$ cat config.mk
export PLATFORM = sky130hd
export DESIGN_NAME = pdm_pattern_device_flat
export DESIGN_NICKNAME = d
export VERILOG_FILES = /design/src/verilog/pdm_pkg.sv /design/src/verilog/pdm_if.sv /design/src/verilog/pdm_pattern_device.sv /design/src/flat_wrapper.sv
export SDC_FILE = /design/constraint.sdc
export NUM_CORES = 1
export LEC_CHECK = 0
export BUFFER_PORTS_ARGS = -buffer_cell sky130_fd_sc_hd__buf_2
export CORE_UTILIZATION = 58
export CTS_CLUSTER_SIZE = 16
export DETAILED_ROUTE_END_ITERATION = 10
export PLACE_DENSITY = 0.76
export SYNTH_ARGS = -nofsm -noshare
export SYNTH_HDL_FRONTEND = slang
export SYNTH_SLANG_ARGS = --single-unit
$ cat constraint.sdc
create_clock -name mclk -period 3.2 [get_ports mclk]
set_clock_uncertainty 0.15 [all_clocks]
set_input_delay 0.64 -clock mclk [delete_from_list [all_inputs] [get_ports mclk]]
set_output_delay 0.64 -clock mclk [all_outputs]
set_load 0.1 [all_outputs]
$ cat src/verilog/pdm_pkg.sv
// Shared constants for the PDM pattern-control source and device ends
package pdm_pkg;
    // ==================== Clocking ====================
    localparam int MCLK_KHZ = 250000;
    // Band edges of the bit clock, in kHz
    localparam int LO_BAND_MIN_KHZ = 1840;
    localparam int LO_BAND_MAX_KHZ = 3230;
    localparam int HI_BAND_MIN_KHZ = 3680;
    localparam int HI_BAND_MAX_KHZ = 6460;
    // Bit clock rates the source makes, inside each band
    localparam int SRC_LO_KHZ = 3125;
    localparam int SRC_HI_KHZ = 6250;
    localparam int HALF_LO_CYC = MCLK_KHZ / (2 * SRC_LO_KHZ);
    localparam int HALF_HI_CYC = MCLK_KHZ / (2 * SRC_HI_KHZ);
    // No bit clock edge for this long means the clock is gone
    localparam int CLK_LOSS_NS = 2000;
    localparam int CLK_LOSS_CYC = (CLK_LOSS_NS * MCLK_KHZ + 999999) / 1000000;
    // Start-up time after leaving power-down
    localparam int STARTUP_NS = 20000;
    localparam int STARTUP_CYC = (STARTUP_NS * MCLK_KHZ + 999999) / 1000000;

    // ==================== Patterns ====================
    localparam logic [7:0] PAT_STOP = 8'hac;
    localparam logic [7:0] PAT_GAIN_5V = 8'hd8;
    localparam logic [7:0] PAT_GAIN_3V6 = 8'hd4;
    localparam logic [7:0] PAT_GAIN_2V5 = 8'hd2;
    localparam logic [7:0] PAT_RATE_FLIP = 8'hd1;
    localparam logic [7:0] PAT_LOW_EMI = 8'he1;
    localparam logic [7:0] PAT_HALF_PULSE = 8'he2;
    localparam logic [7:0] PAT_SPECIAL_32K = 8'he4;
    localparam int PAT_MIN_REPS = 128;
    localparam int PAT_BITS = 8;

    // ==================== Strap and settings ====================
    // Strap bit 1: pulled to supply (64x); bit 0: through resistor (5 V gain)
    localparam int STRAP_UP_BIT = 1;
    localparam int STRAP_RES_BIT = 0;
    localparam int DECIM_64 = 64;
    localparam int DECIM_128 = 128;
    typedef enum logic [1:0] {
        GAIN_5V = 2'b00,
        GAIN_3V6 = 2'b01,
        GAIN_2V5 = 2'b10
    } gain_t;
    typedef enum logic [1:0] {
        ST_STARTUP = 2'b00,
        ST_RUN = 2'b01,
        ST_STANDBY = 2'b10,
        ST_FULL_PD = 2'b11
    } dev_state_t;

    // ==================== Source command registers ====================
    localparam logic [3:0] REG_CTRL = 4'h0;
    localparam logic [3:0] REG_AUDIO = 4'h4;
    localparam logic [3:0] REG_PATTERN = 4'h8;
    localparam logic [3:0] REG_STATUS = 4'hc;
    localparam int CTRL_CLK_EN = 0;
    localparam int CTRL_HI_BAND = 1;
    localparam int CTRL_RIGHT = 2;
    localparam logic [7:0] CTRL_RESET = 8'h00;
    localparam logic [7:0] AUDIO_RESET = 8'haa;
endpackage : pdm_pkg

$ cat src/verilog/pdm_if.sv
// PDM link between the source modulator and the amplifier front end
`timescale 1ns/1ns
interface pdm_if;
    logic pdm_clk;
    logic pdm_data_in;
    modport src (output pdm_clk, output pdm_data_in);
    modport dev (input pdm_clk, input pdm_data_in);
endinterface : pdm_if

$ cat src/verilog/pdm_pattern_device.sv
// Amplifier front end: strap decode, pattern control, smart power-down
// Contract
// (RULE1) Source bit clock stays inside one band
// (RULE2) Source keeps clock synchronous with data
// (RULE3) Strap latched once at power-stage supply-up
// (RULE4) Repeated stop byte enters standby
// (RULE5) Clock stopped in standby gives full power-down
// (RULE6) Clock back plus non-stop byte resumes
// (RULE7) Low supply holds logic reset, outputs off
// (RULE8) Strap decodes to rate and gain
// (RULE9) Separate decimation for 64x and 128x
// (RULE10) Prefer 64x rate unless source limits
// (RULE11) In-band 8-bit repeating patterns are commands
// (RULE12) Act only after 128 consecutive repeats
// (RULE13) Mute output while a pattern is seen
// (RULE14) Clock-loss power-down reverts pattern settings
// (RULE15) Stop pattern powers down all but interface
// (RULE16) Gain patterns override strap gain
// (RULE17) Rate-flip pattern inverts strap rate
// (RULE18) EMI pattern selects low-emission modulation
// (RULE19) Half-pulse and special 32 kHz patterns
// (RULE20) Three-level output, zero when idle
// (RULE21) Channel select picks left or right
// (RULE22) Source holds data stable around sample edge
// (RULE23) Left on rising edge, right on falling
// (RULE24) Byte-periodic match count, cleared on mismatch
//
// The register addresses and the strobed register port were decided locally.
`timescale 1ns/1ns
module pdm_pattern_device #(
    parameter int STARTUP_CYCLES = pdm_pkg::STARTUP_CYC
) (
    // Clock and reset
    input wire logic mclk,
    input wire logic rst_b,
    // PDM link
    pdm_if.dev link,
    // Static pins and supervisor levels
    input wire logic [1:0] gain_rate_strap,
    input wire logic channel_select,
    input wire logic power_stage_supply,
    input wire logic logic_supply,
    input wire logic smart_pd_en,
    // Status and settings
    output logic amp_on,
    output logic standby,
    output logic full_pd,
    output logic mute,
    output logic rate_128x,
    output pdm_pkg::gain_t gain_sel,
    output logic low_emi,
    output logic half_pulse,
    output logic special_32k,
    // Decimated audio and output stage
    output logic [7:0] pcm_sample,
    output logic pcm_valid,
    output logic out_pos,
    output logic out_neg
);
    import pdm_pkg::*;

    initial begin
        if (STARTUP_CYCLES < 1 || STARTUP_CYCLES > 65535) begin
            $error("STARTUP_CYCLES out of range");
        end
    end

    localparam logic [10:0] RUN_NEED = 11'((PAT_MIN_REPS - 1) * PAT_BITS);
    localparam logic [10:0] RUN_SAT = 11'h7ff;
    localparam logic [10:0] LOSS_LIM = 11'(CLK_LOSS_CYC);
    localparam logic [15:0] START_LIM = 16'(STARTUP_CYCLES - 1);
    localparam logic [6:0] DEC64_LAST = 7'(DECIM_64 - 1);
    localparam logic [6:0] DEC128_LAST = 7'(DECIM_128 - 1);

    function automatic logic stop_rotation(input logic [7:0] w);
        logic hit;
        hit = 1'b0;
        for (int i = 0; i < 8; i++) begin
            hit = hit | (w == ((PAT_STOP << i) | (PAT_STOP >> (8 - i))));
        end
        return hit;
    endfunction : stop_rotation

    // ==================== Input synchronisers ====================
    logic [6:0] sync1_r;
    logic [6:0] sync2_r;
    logic clk_d_r;
    wire logic [6:0] raw_in = {logic_supply, power_stage_supply, gain_rate_strap,
                               channel_select, link.pdm_data_in, link.pdm_clk};
    always_ff @(posedge mclk or negedge rst_b) begin
        if (!rst_b) begin
            sync1_r <= 7'h00;
            sync2_r <= 7'h00;
            clk_d_r <= 1'b0;
        end else begin
            sync1_r <= raw_in;
            sync2_r <= sync1_r;
            clk_d_r <= sync2_r[0];
        end
    end
    wire logic pclk_s = sync2_r[0];
    wire logic pdm_data_in_s = sync2_r[1];
    wire logic chsel_s = sync2_r[2];
    wire logic [1:0] strap_s = sync2_r[4:3];
    wire logic sup_ok = sync2_r[5] & sync2_r[6]; // [RULE7]
    wire logic rise = pclk_s & ~clk_d_r;
    wire logic fall = ~pclk_s & clk_d_r;
    // Data is taken on the edge opposite to where the partner changes it
    wire logic take = chsel_s ? fall : rise; // [RULE21] [RULE23] [RULE22]

    // ==================== Strap capture ====================
    logic strap_taken_r;
    logic [1:0] strap_r;
    always_ff @(posedge mclk or negedge rst_b) begin
        if (!rst_b) begin
            strap_taken_r <= 1'b0;
            strap_r <= 2'b00;
        end else if (!sup_ok) begin
            strap_taken_r <= 1'b0;
        end else if (!strap_taken_r) begin
            strap_taken_r <= 1'b1; // [RULE3]
            strap_r <= strap_s;
        end
    end
    wire logic strap_128x = ~strap_r[STRAP_UP_BIT]; // [RULE8]
    wire gain_t strap_gain = strap_r[STRAP_RES_BIT] ? GAIN_5V : GAIN_3V6;

    // ==================== Pattern detector ====================
    logic [7:0] hist_r;
    logic [10:0] run_r;
    logic take_d_r;
    logic acted_r;
    logic seen_r;
    always_ff @(posedge mclk or negedge rst_b) begin
        if (!rst_b) begin
            hist_r <= 8'h00;
            run_r <= 11'h000;
            take_d_r <= 1'b0;
        end else begin
            take_d_r <= take;
            if (take) begin
                hist_r <= {hist_r[6:0], pdm_data_in_s}; // [RULE11]
                if (pdm_data_in_s != hist_r[7]) begin
                    run_r <= 11'h000; // [RULE24]
                end else if (run_r != RUN_SAT) begin
                    run_r <= run_r + 11'h001;
                end
            end
        end
    end
    wire logic hit_stop = hist_r == PAT_STOP;
    wire logic hit_g5 = hist_r == PAT_GAIN_5V;
    wire logic hit_g36 = hist_r == PAT_GAIN_3V6;
    wire logic hit_g25 = hist_r == PAT_GAIN_2V5;
    wire logic hit_flip = hist_r == PAT_RATE_FLIP;
    wire logic hit_emi = hist_r == PAT_LOW_EMI;
    wire logic hit_half = hist_r == PAT_HALF_PULSE;
    wire logic hit_32k = hist_r == PAT_SPECIAL_32K;
    wire logic hit_any = hit_stop | hit_g5 | hit_g36 | hit_g25 | hit_flip | hit_emi
                         | hit_half | hit_32k;
    wire logic act = take_d_r & hit_any & ~acted_r & (run_r >= RUN_NEED); // [RULE12]
    always_ff @(posedge mclk or negedge rst_b) begin
        if (!rst_b) begin
            acted_r <= 1'b0;
            seen_r <= 1'b0;
        end else if (run_r == 11'h000) begin
            acted_r <= 1'b0;
            seen_r <= 1'b0;
        end else begin
            acted_r <= acted_r | act;
            seen_r <= seen_r | (take_d_r & hit_any & (run_r >= 11'(PAT_BITS))); // [RULE13]
        end
    end

    // ==================== Power state ====================
    dev_state_t state_r;
    logic [10:0] idle_r;
    logic [15:0] start_r;
    logic [3:0] bits_r;
    wire logic clk_lost = idle_r == LOSS_LIM;
    wire logic non_stop = take_d_r & (bits_r >= 4'd8) & ~stop_rotation(hist_r); // [RULE6]
    wire logic lost_pd = clk_lost & ((state_r == ST_STANDBY) | smart_pd_en); // [RULE5]
    dev_state_t state_nxt;
    always_comb begin
        state_nxt = state_r;
        unique case (state_r)
            ST_STARTUP: if (start_r == START_LIM) state_nxt = ST_RUN;
            ST_RUN: if (act & hit_stop) state_nxt = ST_STANDBY; // [RULE4] [RULE15]
            ST_STANDBY: if (non_stop) state_nxt = ST_STARTUP;
            ST_FULL_PD: if (non_stop) state_nxt = ST_STARTUP;
        endcase
        if (lost_pd) state_nxt = ST_FULL_PD;
    end
    always_ff @(posedge mclk or negedge rst_b) begin
        if (!rst_b) begin
            state_r <= ST_STARTUP;
            idle_r <= 11'h000;
            start_r <= 16'h0000;
            bits_r <= 4'h0;
        end else if (!sup_ok) begin
            state_r <= ST_STARTUP; // [RULE7]
            start_r <= 16'h0000;
            bits_r <= 4'h0;
        end else begin
            state_r <= state_nxt;
            idle_r <= (rise | fall) ? 11'h000 : (clk_lost ? idle_r : idle_r + 11'h001);
            start_r <= (state_r == ST_STARTUP) ? start_r + 16'h0001 : 16'h0000;
            if (state_nxt != state_r) begin
                bits_r <= 4'h0;
            end else if (take && bits_r != 4'd8) begin
                bits_r <= bits_r + 4'h1;
            end
        end
    end

    // ==================== Pattern settings ====================
    logic gain_ovr_r;
    gain_t gain_val_r;
    logic flip_r;
    logic emi_r;
    logic half_r;
    logic sp32_r;
    always_ff @(posedge mclk or negedge rst_b) begin
        if (!rst_b) begin
            gain_ovr_r <= 1'b0;
            gain_val_r <= GAIN_5V;
            {flip_r, emi_r, half_r, sp32_r} <= 4'h0;
        end else if (!sup_ok || lost_pd) begin
            gain_ovr_r <= 1'b0; // [RULE14]
            {flip_r, emi_r, half_r, sp32_r} <= 4'h0;
        end else if (act) begin
            if (hit_g5 | hit_g36 | hit_g25) begin
                gain_ovr_r <= 1'b1; // [RULE16]
                gain_val_r <= hit_g5 ? GAIN_5V : (hit_g36 ? GAIN_3V6 : GAIN_2V5);
            end
            flip_r <= flip_r | hit_flip; // [RULE17]
            emi_r <= emi_r | hit_emi; // [RULE18]
            half_r <= half_r | hit_half; // [RULE19]
            sp32_r <= sp32_r | hit_32k;
        end
    end
    // The special 32 kHz mode only exists at 128x
    wire logic rate_sel = sp32_r | (strap_128x ^ flip_r);
    wire logic running = (state_r == ST_RUN) & sup_ok;

    // ==================== Decimator and three-level stage ====================
    logic [6:0] dec_cnt_r;
    logic [7:0] ones_r;
    logic pair_r;
    logic prev_r;
    wire logic [6:0] dec_last = rate_sel ? DEC128_LAST : DEC64_LAST; // [RULE9]
    always_ff @(posedge mclk or negedge rst_b) begin
        if (!rst_b) begin
            dec_cnt_r <= 7'h00;
            ones_r <= 8'h00;
            pcm_sample <= 8'h00;
            pcm_valid <= 1'b0;
            {pair_r, prev_r, out_pos, out_neg} <= 4'h0;
        end else begin
            pcm_valid <= 1'b0;
            if (!running) begin
                dec_cnt_r <= 7'h00;
                ones_r <= 8'h00;
                {pair_r, out_pos, out_neg} <= 3'h0;
            end else if (take) begin
                pair_r <= ~pair_r;
                prev_r <= pdm_data_in_s;
                if (pair_r) begin
                    // Mixed pairs give no pulse, so an idle stream drives zero
                    out_pos <= prev_r & pdm_data_in_s & ~seen_r; // [RULE20] [RULE13]
                    out_neg <= ~prev_r & ~pdm_data_in_s & ~seen_r;
                end
                if (dec_cnt_r >= dec_last) begin
                    dec_cnt_r <= 7'h00;
                    ones_r <= 8'h00;
                    pcm_sample <= ones_r + {7'h00, pdm_data_in_s};
                    pcm_valid <= 1'b1;
                end else begin
                    dec_cnt_r <= dec_cnt_r + 7'h01;
                    ones_r <= ones_r + {7'h00, pdm_data_in_s};
                end
            end
            // A pulse must not outlive the mute that a pattern raises
            if (seen_r) begin
                out_pos <= 1'b0; // [RULE13]
                out_neg <= 1'b0;
            end
        end
    end

    // ==================== Status outputs ====================
    always_ff @(posedge mclk or negedge rst_b) begin
        if (!rst_b) begin
            {amp_on, standby, full_pd} <= 3'b000;
            mute <= 1'b1;
            rate_128x <= 1'b0;
            gain_sel <= GAIN_5V;
            {low_emi, half_pulse, special_32k} <= 3'b000;
        end else begin
            amp_on <= running;
            standby <= state_r == ST_STANDBY;
            full_pd <= state_r == ST_FULL_PD;
            mute <= ~running | seen_r;
            rate_128x <= rate_sel;
            gain_sel <= gain_ovr_r ? gain_val_r : strap_gain;
            low_emi <= emi_r;
            half_pulse <= half_r;
            special_32k <= sp32_r;
        end
    end
endmodule : pdm_pattern_device

$ cat src/flat_wrapper.sv
// flat-port wrapper written by rule: the top's interface ports become plain ports
module pdm_pattern_device_flat import pdm_pkg::*;
#(
    parameter int STARTUP_CYCLES = pdm_pkg::STARTUP_CYC
)
  (mclk, rst_b, gain_rate_strap, channel_select, power_stage_supply, logic_supply, smart_pd_en, amp_on, standby, full_pd, mute, rate_128x, gain_sel, low_emi, half_pulse, special_32k, pcm_sample, pcm_valid, out_pos, out_neg, link_pdm_clk, link_pdm_data_in);
  pdm_if link_i ();
  input wire logic mclk;
  input wire logic rst_b;
  input wire logic [1:0] gain_rate_strap;
  input wire logic channel_select;
  input wire logic power_stage_supply;
  input wire logic logic_supply;
  input wire logic smart_pd_en;
  output logic amp_on;
  output logic standby;
  output logic full_pd;
  output logic mute;
  output logic rate_128x;
  output pdm_pkg::gain_t gain_sel;
  output logic low_emi;
  output logic half_pulse;
  output logic special_32k;
  output logic [7:0] pcm_sample;
  output logic pcm_valid;
  output logic out_pos;
  output logic out_neg;
  input wire logic [$bits(link_i.pdm_clk)-1:0] link_pdm_clk;
  input wire logic [$bits(link_i.pdm_data_in)-1:0] link_pdm_data_in;
  assign link_i.pdm_clk = link_pdm_clk;
  assign link_i.pdm_data_in = link_pdm_data_in;
  pdm_pattern_device #(.STARTUP_CYCLES(STARTUP_CYCLES)) u_core (.mclk(mclk), .rst_b(rst_b), .link(link_i), .gain_rate_strap(gain_rate_strap), .channel_select(channel_select), .power_stage_supply(power_stage_supply), .logic_supply(logic_supply), .smart_pd_en(smart_pd_en), .amp_on(amp_on), .standby(standby), .full_pd(full_pd), .mute(mute), .rate_128x(rate_128x), .gain_sel(gain_sel), .low_emi(low_emi), .half_pulse(half_pulse), .special_32k(special_32k), .pcm_sample(pcm_sample), .pcm_valid(pcm_valid), .out_pos(out_pos), .out_neg(out_neg));
endmodule
==> results of run 1 <==
-- stage by stage --
| stage | total power [mW] | std cells | setup WS (ns) |
|---|---|---|---|
| 2_1_floorplan | 1.902 | 534 | 1.235 |
| 3_3_place_gp | 1.998 | 665 | 1.034 |
| 3_5_place_dp | 2.013 | 665 | 0.9548 |
| 4_1_cts | 3.886 | 697 | 0.8737 |
| 5_1_grt | 4.016 | 697 | 0.6859 |
| 6_report | 3.867 | 697 | 0.8623 |
-- worst max-delay path: cells and delay by family, from the launching register on --
kind / cells / cell delay [ns]
xor+xnor: 1 / 0.13
flops: 1 / 0.38
fa+ha+maj: 1 / 0.25
simple gates: 2 / 0.66
compound gates: 3 / 0.66
-- registers in the layout, summed over array words and instances, names as in the netlist, 2 cells and up --
register           count
u_core.hist_r          8
u_core.pcm_sample      8
u_core.strap_r         2
u_core.gain_sel        2
u_core.state_r         2
u_core.run_r          11
u_core.ones_r          8
u_core.sync1_r         7
u_core.start_r        16
u_core.idle_r         11
u_core.sync2_r         7
u_core.bits_r          4
u_core.dec_cnt_r       7
u_core.gain_val_r      2
-- how the worst min path moves through the flow --
stage	end	cells past startpoint	from
2_1_floorplan	u_core.sync2_r[0]$_DFF_PN0_	0	u_core.sync1_r[0]$_DFF_PN0_
3_3_place_gp	u_core.sync2_r[6]$_DFF_PN0_	0	u_core.sync1_r[6]$_DFF_PN0_
3_5_place_dp	u_core.sync2_r[3]$_DFF_PN0_	0	u_core.sync1_r[3]$_DFF_PN0_
4_1_cts	u_core.sync1_r[1]$_DFF_PN0_	1	link_pdm_data_in
5_1_grt	u_core.sync1_r[0]$_DFF_PN0_	1	link_pdm_clk
6_report	u_core.half_r$_DFFE_PN0P_	1	rst_b
-- cells in the mapped netlist (all sizes together), types with 4 or more instances --
master | number | area share [%]
nor3 | 16 | 1.6
nor2 | 56 | 3.9
and4 | 5 | 0.85
nand2b | 6 | 0.69
nor4 | 4 | 0.46
nor2b | 8 | 0.92
dfrtp | 117 | 54
mux2 | 9 | 1.9
nand3 | 19 | 1.7
o21ai | 37 | 3.4
inv | 21 | 1.4
a31oi | 8 | 0.92
a21o | 4 | 0.55
a21oi | 23 | 2.3
buf | 9 | 0.96
a22o | 4 | 0.64
ha | 14 | 3.2
o211ai | 4 | 0.55
nand4 | 14 | 1.9
clkbuf | 6 | 0.41
nand2 | 60 | 4.1
xnor2 | 14 | 2.3
or3 | 4 | 0.46
xor2 | 21 | 3.4
and3 | 9 | 1.1
and2 | 6 | 0.71
-- routing by layer --
metal / vias up / share of wire, % / GRT usage, %
met5: - / 0 / 0
met4: 0 / 1.8 / 10.45
met3: 24 / 3.6 / 5.319
met2: 112 / 52 / 42.07
met1: 1954 / 43 / 30.95
li1: 1954 / - / -
-- report_power, final --
| part | internal [mW] | switching (mW) | leakage, nW | total (mW) |
|---|---|---|---|---|
| Clock | 1.20 | 0.667 | 0.284 | 1.87 |
| Sequential | 1.56 | 0.0997 | 1.59 | 1.66 |
| Combinational | 0.119 | 0.218 | 1.03 | 0.336 |
-- cell families after synthesis --
logic type | Yosys count | share of synthesized area, %
AND/OR/NAND/NOR | 224 | 21.01
flip-flops | 118 | 54.21
AO/OA/AOI/OAI | 96 | 10.88
buffers and inverters | 36 | 2.824
XOR/XNOR | 35 | 5.626
adder cells (fa/ha/maj) | 14 | 3.215
multiplexers | 11 | 2.227
-- placed cells by master, fill, tap and decap left out, types with 4 or more instances in the layout --
master	instances
a21o_1	4
a21oi_1	22
a22o_1	4
a31oi_1	8
and2_1	5
and3_1	7
and4_1	4
buf_2	29
buf_4	5
clkbuf_16	16
clkinv_2	5
dfrtp_1	117
ha_1	14
inv_1	21
mux2_2	9
nand2_1	60
nand2b_1	6
nand3_1	19
nand4_1	13
nor2_1	56
nor2b_1	8
nor3_1	15
nor4_1	4
o211ai_1	4
o21ai_0	37
or3_1	4
xnor2_1	14
xor2_1	21
-- cell type report --
cell class / instances / area share [%]
repair buffers: 35 / 3.216
inverters: 21 / 1.251
clock inverters: 13 / 2.462
flip-flops and latches: 118 / 46.87
clock buffers: 19 / 6.849
well taps: 111 / 2.204
multi-input cells: 380 / 37.15
==> metrics.md, run 1 <==
| Metric | Value |
|---|---|
| Total global-route track usage | `24.82%` |
| # rows | `35` |
| Nets | `about 600` |
| Pin count of the biggest net entering global routing | `61` |
| DR pass1 iterations | `5` |
| Post-CTS resize count | `0` |
| Tmin final | `roughly 2.3 ns` |
| Layout area overhead | `15.66%` |
| Final Hold Viols | `0` |
| Peak VDD IR | `between 300 and 400 uV` |
| Max-Cap Viols | `0` |
| Post-synth cell types | `60` |
| First-pass GRT wire length | `18820 um` |
| RSZ-0062 raised after global routing | `no` |
| CTS tree | `built` |
| Post-DP Area | `~5700 um2` |
| Root buffer cell | `clkbuf_8` |
| Run status | `complete, no violations` |
| Setup-failing EPs final | `0` |
| Slowest stage delay, CP | `roughly 0.48 ns` |
| Routed vias/inst | `5.802` |
| #FFs+latches synth | `around 120` |
| Slew Limit Fails | `0` |
| Crit. Startpoint | `u_core.strap_r[1]$_DFFE_PN0P_` |
| Vias | `~4000` |
| Number of flops mapped to enable cells by yosys | `0` |
| CP Cell Sequence | `xor2_1 > nor2b_1 > ha_1 > a31oi_1 > and2_1 > o21ai_0 > a31oi_1` |
| H-tree levels | `4` |
| # IOs | `31` |
| Crit Path Category | `register to register` |
| Slew headroom | `around half` |
| Seq/Total Area, Yosys | `between 50% and 60%` |
| HPWL Detailed | `around 7300 um` |
| Synth Net Count | `roughly 560` |
| YS warnings | `0` |
| Initial antenna violation count | `0` |
| Final ANT Viol Nets | `0` |
| Async SR Flop Fraction | `between 90% and 100%` |
| CTS Hold Bufs | `0` |
| Core Footprint | `between 9000 and 10000 um2` |
| Reg2reg end | `u_core.ones_r[5]$_DFFE_PN0P_` |
| CTS sink cnt | `between 100 and 150` |
| Most frequent CP cell | `a31oi_1` |
| CP arrival | `2.61 ns` |
| FF-to-FF setup slack | `about 0.86 ns` |
| Worst endpoint required time | `approximately 3.5 ns` |
| Remaining DRCs | `0` |
| Hold WS | `0.04107 ns` |
| Die Span X | `between 90 and 100 um` |
| Vias in the first global route | `between 4000 and 5000` |
| Reg2reg start | `u_core.strap_r[1]$_DFFE_PN0P_` |
| Wire per inst | `around 16 um` |
| Most used flip-flop cell after synthesis | `dfrtp_1` |
| Initial drt markers | `roughly 170` |
| Worst skew pair latency | `~0.52 ns` |
| Reg2Reg Depth | `7` |
| CP max FO | `13` |
| Critical path endpoint | `u_core.ones_r[5]$_DFFE_PN0P_` |
| Fillers | `just under 700` |
| Leak Pwr | `just under 3 nW` |
| Die Ht | `98.93 um` |
| Layout cell share with drive strength beyond 1 | `14.68%` |
| Initial Util | `a little under 60%` |
| CTS clk-pin slew, worst paths | `about 0.060 ns` |
| Gr ovfl total | `0` |
| CP max stage cell | `and2_1` |
| Post-synthesis cell count | `approximately 530` |
| GPL Wtd Cong | `~0.85` |
| Worst-margin pin slew | `around 0.77 ns` |
| Total inserted antenna cells | `0` |
| Cts bufs inserted | `17` |
| Mean post-synth cell area | `between 10 and 15 um2` |
| Post-CTS Repair Setup Buffers | `0` |
| Worst hold path type | `input pin to asynchronous set/reset pin` |
| Core Util, Final | `between 60 and 70%` |
| Design area | `approximately 6300 um2` |
| Area of the multi-input gates | `2341 um2` |
| Pwr per Cell Area | `approximately 610 nW/um2` |
| Post-route setup TNS | `0 ns` |
| Die area | `~10000 um2` |
| Startpoint type of the worst setup path | `register` |
| FF/Latch Area | `between 2000 and 3000 um2` |
| Period utilisation layout | `roughly 73%` |
| Final wirelength | `between 10000 and 15000 um` |
| Fmax | `roughly 430 MHz` |
| Clock tree buffer depth | `2` |
| CP endpoint kind | `register` |
| Synth Cell Area | `roughly 5400 um2` |
| PortBufs | `30` |
Note: power is estimated with default switching activity, not from simulation.
==> run 2, diff against run 1 <==
ABC_AREA = 1   (was not set)
CORE_UTILIZATION = 55   (was 58)
clock period = 2 ns   (was 3.2 ns; I/O delays follow)
==> run 2 against run 1 <==
Effect of this change:
- the flow now finishes with violations (negative setup slack)
- critical path depth grew 6
- synthesized cell count grew 16%
- synthesized area grew 0.30%
- combinational power grew 140%
- clock power grew 66%
- sequential cell count is the same
- worst setup slack lost 0.91 ns
- total power grew 69%
- routed wire length grew 8.1%
- count of clock-buffer cells in the layout grew 4
- cell area grew 12%
- global-route usage shrank 0.77 points
==> metrics.md, run 2 <==
| Metric | Value |
|---|---|
| CP max FO | `4 (-9)` |
| Vias | `4496 (+11%)` |
| RSZ-0062 raised after global routing | `yes` |
| Slew Limit Fails | `0 (unchanged)` |
| Reg with most FFs | `u_core.start_r` |
| Setup-failing EPs final | `4 (+4)` |
| Crit Path Category | `register to register` |
| Core Footprint | `9684 um2 (+5.8%)` |
| Total inserted antenna cells | `0 (unchanged)` |
| CP arrival | `2.35 ns (-0.26 ns)` |
| Total global-route track usage | `24.05% (-0.77 points)` |
| Root buffer cell | `clkbuf_8` |
| Initial Util | `56.43% (-3.1 points)` |
| Synth top cells by count | `nand2_1, dfrtp_1, inv_1` |
| Layout area overhead | `29.53%` |
| CTS sink cnt | `118 (unchanged)` |
| Synth area leaders | `dfrtp_1, nand2_1, inv_1, nor2_1, ha_1` |
| Max-Cap Viols | `0 (unchanged)` |
| Reg2Reg Depth | `13 (+6)` |
| #FFs+latches synth | `118 (unchanged)` |
| Commonest cells after routing, fill and taps aside | `dfrtp_1, nand2_1, inv_1, nor2_1, buf_4` |
| # IOs | `31 (unchanged)` |
| Dominant cell type by area after synthesis | `dfrtp_1` |
| Vias in the first global route | `4253 (+5.2%)` |
| Commonest non-fill, non-tap cell in the layout | `dfrtp_1` |
| Post-synth cell types | `42 (-30%)` |
| First-pass GRT wire length | `18870 um (+0.26%)` |
| Worst endpoint required time | `2.30 ns (-1.17 ns)` |
| Cell with the most instances after synthesis | `nand2_1` |
| Post-DP Area | `5932 um2 (+3.8%)` |
| CP endpoint kind | `register` |
| Worst hold path type | `input pin to asynchronous set/reset pin` |
| Number of flip-flops in the largest register | `16 (unchanged)` |
| Layout cell share with drive strength beyond 1 | `28.79% (+14 points)` |
| Worst skew pair latency | `0.54 ns (+0.02 ns)` |
| Final setup margin | `-0.04532 ns (-0.9076 ns)` |
| Mean post-synth cell area | `8.815 um2 (-14%)` |
| Gr ovfl total | `0 (unchanged)` |
| Most used flip-flop cell after synthesis | `dfrtp_1` |
| Cts bufs inserted | `17 (unchanged)` |
| Nets | `737 (+23%)` |
| Number of flops mapped to enable cells by yosys | `0 (unchanged)` |
| Die Ht | `101.7 um (+2.8%)` |
| HPWL Detailed | `7553 um (+3.7%)` |
| Final ANT Viol Nets | `0 (unchanged)` |
| CTS tree | `built` |
| Failing checks | `negative setup slack` |
| Startpoint type of the worst setup path | `register` |
| Pwr per Cell Area | `923.3 nW/um2 (+50%)` |
| Slew headroom | `67.48% (+19 points)` |
| Worst-margin pin slew | `0.4911 ns (-0.2766 ns)` |
| Hold WS | `0.1505 ns (+0.1094 ns)` |
| Pin count of the biggest net entering global routing | `40 (-34%)` |
| Routed vias/inst | `5.234 (-9.8%)` |
| Die Span X | `101.7 um (+2.8%)` |
| Final wirelength | `11880 um (+8.1%)` |
| Clock tree buffer depth | `2 (unchanged)` |
| Fmax | `488.9 MHz (+14%)` |
| CTS clk-pin slew, worst paths | `0.06 ns (about the same)` |
| Post-synthesis cell count | `620 (+16%)` |
| YS warnings | `0 (unchanged)` |
| Initial drt markers | `226 (+31%)` |
| GPL Wtd Cong | `0.9176 (+8.6%)` |
| PortBufs | `30 (unchanged)` |
| Die area | `10340 um2 (+5.7%)` |
| Synth Cell Area | `5465 um2 (+0.30%)` |
| Peak VDD IR | `802.1 uV (+130%)` |
| Final Hold Viols | `0 (unchanged)` |
| DP Worst Slack | `-0.02728 ns (-0.9821 ns)` |
| Period utilisation layout | `102.3% (+29 points)` |
| Biggest regs | `u_core.start_r: 16 flops, u_core.idle_r: 11 flops, u_core.run_r: 11 flops` |
| Crit. Startpoint | `u_core.hist_r[0]$_DFFE_PN0P_` |
| Initial antenna violation count | `0 (unchanged)` |
| Pwr Total | `6.537 mW (+69%)` |
| # rows | `36 (+2.9%)` |
| Wire per inst | `13.83 um (-12%)` |
| Seq/Total Area, Yosys | `54.05% (-0.16 points)` |
| Design area | `7079 um2 (+12%)` |
| Post-route setup TNS | `-0.08484 ns (-0.08484 ns)` |
| H-tree levels | `4 (unchanged)` |
| Run status | `complete, but fails checks` |
| DR pass1 iterations | `5 (unchanged)` |
| Tmin final | `2.045 ns (-0.2924 ns)` |
| Leak Pwr | `3.347 nW (+15%)` |
| Reg2reg start | `u_core.hist_r[0]$_DFFE_PN0P_` |
| Top-area cell type share of the netlist area | `53.57% (-0.16 points)` |
| Async SR Flop Fraction | `100.0% (unchanged)` |
| Remaining DRCs | `0 (unchanged)` |
| Synth Net Count | `644 (+15%)` |
## run 2: cell types whose count changed after synthesis, sizes merged, moves of 8 or more
cell / delta
nand2: +74
inv: +66
nor2: +28
xnor2: -12
nand3: +10
and3: -8
nor2b: -8
## run 2: cell families (layout without fill, tap and decap cells)
family / after synthesis / count (layout) / share of synthesized area, %
and+or+nand+nor: 288 / 288 / 24.22
DFF: 118 / 118 / 54.05
buffers and inverters: 93 / 199 / 6.639
AOI/OAI and AO/OA: 89 / 89 / 8.906
xor gates and xnor gates: 16 / 16 / 2.564
adders and majority gates: 14 / 14 / 3.205
muxes: 2 / 2 / 0.4121
## run 2: layout make-up
cell class                      count  area, um2
Sequential cell                   118       2960
Fill cell                         663       2605
Multi-Input combinational cell    409       2432
Timing Repair Buffer               78      575.6
Clock buffer                       23      456.7
Inverter                           89      337.8
Tap cell                          133      166.4
Clock inverter                      9      150.1
## run 2: final timing paths
| check | to | slack, ns |
|---|---|---|
| hold reg to reg | u_core.sync2_r[0]$_DFF_PN0_ | 0.20 |
| hold / removal | u_core.pcm_valid$_DFF_PN0_ | 0.15 |
| min in group mclk | u_core.sync2_r[0]$_DFF_PN0_ | 0.20 |
| setup / recovery | u_core.bits_r[1]$_DFFE_PN0P_ | -0.05 |
| setup reg to reg | u_core.bits_r[1]$_DFFE_PN0P_ | -0.05 |
| max in group asynchronous | u_core.sync2_r[2]$_DFF_PN0_ | 0.93 |
## run 2: per-layer routing
metal	track usage, %	wire length [um]	up-vias
met5	0	0	-
met1	28.62	5062	2160
met3	7.039	500	30
li1	-	-	2195
met2	40.23	6052	111
met4	11.26	268	0
## run 2: through the flow
stage	utilization (%)	cells
floorplan	-	620
global placement	61.25	799
detailed placement	61.25	799
CTS	68.66	840
global route	73.10	859
finish	73.10	859
## run 2: critical path, cell delays in order, from the launching register on
cell	delay [ns]
dfrtp_2	0.45
nor2_2	0.21
inv_1	0.06
nor2_1	0.13
nand2_1	0.10
nand2_1	0.07
a21oi_1	0.05
nand3_2	0.09
nand3_1	0.07
nand2_1	0.10
inv_1	0.08
nand3_2	0.09
nand3_4	0.11
nor3_2	0.20
## run 2: timing repair
action	4_1_cts	5_1_grt
setup buffers	1	19
hold endpoints to repair	100	0
gates resized for setup	7	88
endpoints found under the setup margin	11	52
pin swaps	3	35
hold buffers	8	0
## run 2: power breakdown
group / total, mW / switching (mW) / leakage, nW / internal [mW]
Combinational: 0.798 / 0.501 / 1.48 / 0.297
Clock: 3.11 / 1.03 / 0.292 / 2.08
Sequential: 2.63 / 0.116 / 1.58 / 2.51
==> run 3, diff against run 2 <==
ABC_AREA = not set   (was 1)
==> run 3 against run 2 <==
Effect of this change:
- the run still ends with negative setup slack left
- sequential share of layout area increased by 0.88 points
- worst hold slack improved by 0.047 ns
- routed wire length increased by 1.6%
- utilization up 0.44 points
- maximum frequency is 0.36% lower
- die area shrank 0.29%
- critical path depth is 6 lower
- total power is 1.9% lower
- global-route usage rose by 1.0 points
==> metrics.md, run 3 (synthesis results as in run 1) <==
| Metric | Value |
|---|---|
| Fillers | `646 (-2.6%)` |
| Cts bufs inserted | `17 (unchanged)` |
| Core Util, Final | `73.54% (+0.44 points)` |
| Root buffer cell | `clkbuf_8` |
| Crit Path Category | `register to register` |
| RSZ-0062 raised after global routing | `yes` |
| Die Span X | `101.5 um (-0.15%)` |
| Period utilisation layout | `102.6% (+0.37 points)` |
| GPL Wtd Cong | `0.8848 (-3.6%)` |
| Switching Power | `1.604 mW (-2.8%)` |
| HPWL Detailed | `7688 um (+1.8%)` |
| Initial antenna violation count | `0 (unchanged)` |
| P_int | `4.810 mW (-1.6%)` |
| First-pass GRT wire length | `19540 um (+3.5%)` |
| Peak VDD IR | `962.7 uV (+20%)` |
| Biggest regs | `u_core.start_r: 16 flops, u_core.idle_r: 11 flops, u_core.run_r: 11 flops` |
| Gr ovfl total | `0 (unchanged)` |
| Layout area overhead | `27.07%` |
| CTS sink cnt | `118 (unchanged)` |
| Final cell count without fillers | `760 (-12%)` |
| Core Footprint | `9415 um2 (-2.8%)` |
| Final wirelength | `12070 um (+1.6%)` |
| Routed vias/inst | `5.696 (+8.8%)` |
| Leak Pwr | `3.172 nW (-5.2%)` |
| Placed instance count | `713 (-11%)` |
| CP arrival | `2.31 ns (-0.04 ns)` |
| PortBufs | `30 (unchanged)` |
| Nets | `642 (-13%)` |
| DR pass1 iterations | `5 (unchanged)` |
| Remaining DRCs | `0 (unchanged)` |
| Clock tree buffer depth | `2 (unchanged)` |
| Design area | `6924 um2 (-2.2%)` |
| Worst-margin pin slew | `0.5268 ns (+0.03565 ns)` |
| Die Ht | `101.5 um (-0.15%)` |
| Reg power frac | `41.1% (+0.9 points)` |
| Post-DP Area | `5963 um2 (+0.53%)` |
| # IOs | `31 (unchanged)` |
| Pin count of the biggest net entering global routing | `49 (+23%)` |
| Max-Cap Viols | `0 (unchanged)` |
| Run status | `complete, but fails checks` |
| Total inserted antenna cells | `0 (unchanged)` |
| DP Worst Slack | `-0.06596 ns (-0.03868 ns)` |
| Vias | `4329 (-3.7%)` |
| Initial drt markers | `353 (+56%)` |
| Pwr per Cell Area | `926.3 nW/um2 (+0.32%)` |
| Fmax | `487.1 MHz (-0.36%)` |
| Sw frac | `25.00% (-0.23 points)` |
| CTS clk-pin slew, worst paths | `0.06 ns (about the same)` |
| Failing checks | `negative setup slack` |
| Reg with most FFs | `u_core.start_r` |
| Slew headroom | `64.88% (-2.6 points)` |
| Tmin final | `2.053 ns (+0.007477 ns)` |
| H-tree levels | `4 (unchanged)` |
| CP endpoint kind | `register` |
| CTS tree | `built` |
| Layout cell share with drive strength beyond 1 | `25.20% (-3.6 points)` |
| Final ANT Viol Nets | `0 (unchanged)` |
| CP max FO | `4 (unchanged)` |
| Vias in the first global route | `4150 (-2.4%)` |
| # rows | `35 (-2.8%)` |
| Worst hold path type | `register to register` |
| Combinational power share | `10.4% (-1.8 points)` |
| Worst endpoint required time | `2.26 ns (-0.04 ns)` |
| Total global-route track usage | `25.06% (+1.0 points)` |
| Clock power share | `48.5% (+0.9 points)` |
| Setup-failing EPs final | `8 (+4)` |
| Number of flip-flops in the largest register | `16 (unchanged)` |
| Final setup margin | `-0.05280 ns (-0.007477 ns)` |
| Post-route setup TNS | `-0.2648 ns (-0.1799 ns)` |
| Slew Limit Fails | `0 (unchanged)` |
| Startpoint type of the worst setup path | `register` |
| Worst skew pair latency | `0.52 ns (-0.02 ns)` |
| Commonest non-fill, non-tap cell in the layout | `dfrtp_1` |
| Die area | `10310 um2 (-0.29%)` |
| Initial Util | `57.87% (+1.4 points)` |
| Final Hold Viols | `0 (unchanged)` |
| Commonest cells after routing, fill and taps aside | `dfrtp_1, nand2_1, nor2_1, buf_4, o21ai_0` |
| Wire per inst | `15.88 um (+15%)` |
## run 3: cell types whose count changed in the layout (fill, tap and decap cells not counted), moves of 7 or more
cell     previous run  this run
xor2_1             14        21
inv_1              70        20
xnor2_1             1        13
nand2_2            19         0
nor2_4             11         1
nand2_1           110        59
a21oi_1            28        19
inv_2              16         1
nor2_2             21         4
## run 3: final cells by class
cell class	count	area (um2)	share of cell area [%]
tap	129	161.4	2.331
clock buffer	19	431.7	6.234
multi-input combinational	380	2537	36.65
inverter	21	78.83	1.138
timing repair buffer	80	578.1	8.348
sequential	118	2957	42.70
clock inverter	13	180.2	2.602
## run 3: metal layers
layer  global-route usage, %  share of wire, %  wire length [um]
met2                   41.48                51              6120
met1                   31.53                44              5274
met4                   9.142               1.5               187
met5                       0                 0                 0
met3                   6.970               4.0               486
## run 3: critical path, cell delays in order, from the launching register on
cell	delay (ns)
dfrtp_1	0.39
xor2_1	0.17
nor2b_4	0.14
ha_4	0.27
a31oi_4	0.09
buf_6	0.14
nor3_4	0.26
mux2_4	0.33
## run 3: stage by stage
stage                     hold slack, ns  total power, mW
final                             0.1978            6.414
after global routing              0.1985            6.644
after CTS                         0.1983            6.398
after detailed placement          0.1855            3.274
after global placement            0.1831            3.244
after floorplan                 -0.04559            3.044
## run 3: worst paths after layout
kind / from / to / slack, ns / cells past startpoint
max in group asynchronous: rst_b / u_core.pcm_sample[2]$_DFFE_PN0P_ / 0.81 / 3
worst min-delay path: u_core.sync1_r[2]$_DFF_PN0_ / u_core.sync2_r[2]$_DFF_PN0_ / 0.20 / 0
worst min register to register: u_core.sync1_r[2]$_DFF_PN0_ / u_core.sync2_r[2]$_DFF_PN0_ / 0.20 / 0
worst max-delay path: u_core.flip_r$_DFFE_PN0P_ / u_core.pcm_sample[0]$_DFFE_PN0P_ / -0.05 / 7
min in group asynchronous: rst_b / u_core.strap_r[0]$_DFFE_PN0P_ / 0.23 / 2
worst max register to register: u_core.flip_r$_DFFE_PN0P_ / u_core.pcm_sample[0]$_DFFE_PN0P_ / -0.05 / 7
## run 3: timing repair
| item | 4_1_cts | 5_1_grt |
|---|---|---|
| hold buffers | 8 | 0 |
| gates resized for setup | 14 | 42 |
| endpoints found under the setup margin | 24 | 34 |
| hold endpoints to repair | 35 | 0 |
| pin swaps | 0 | 9 |
| gates cloned | 1 | 0 |
| setup buffers | 1 | 5 |
## run 3: power by group through the flow
stage | clock (mW) | sequential (mW) | combinational, mW
floorplan | 0 | 2.67 | 0.373
global placement | 0 | 2.66 | 0.588
detailed placement | 0 | 2.66 | 0.609
CTS | 3.13 | 2.62 | 0.640
global route | 3.24 | 2.65 | 0.747
finish | 3.11 | 2.64 | 0.670
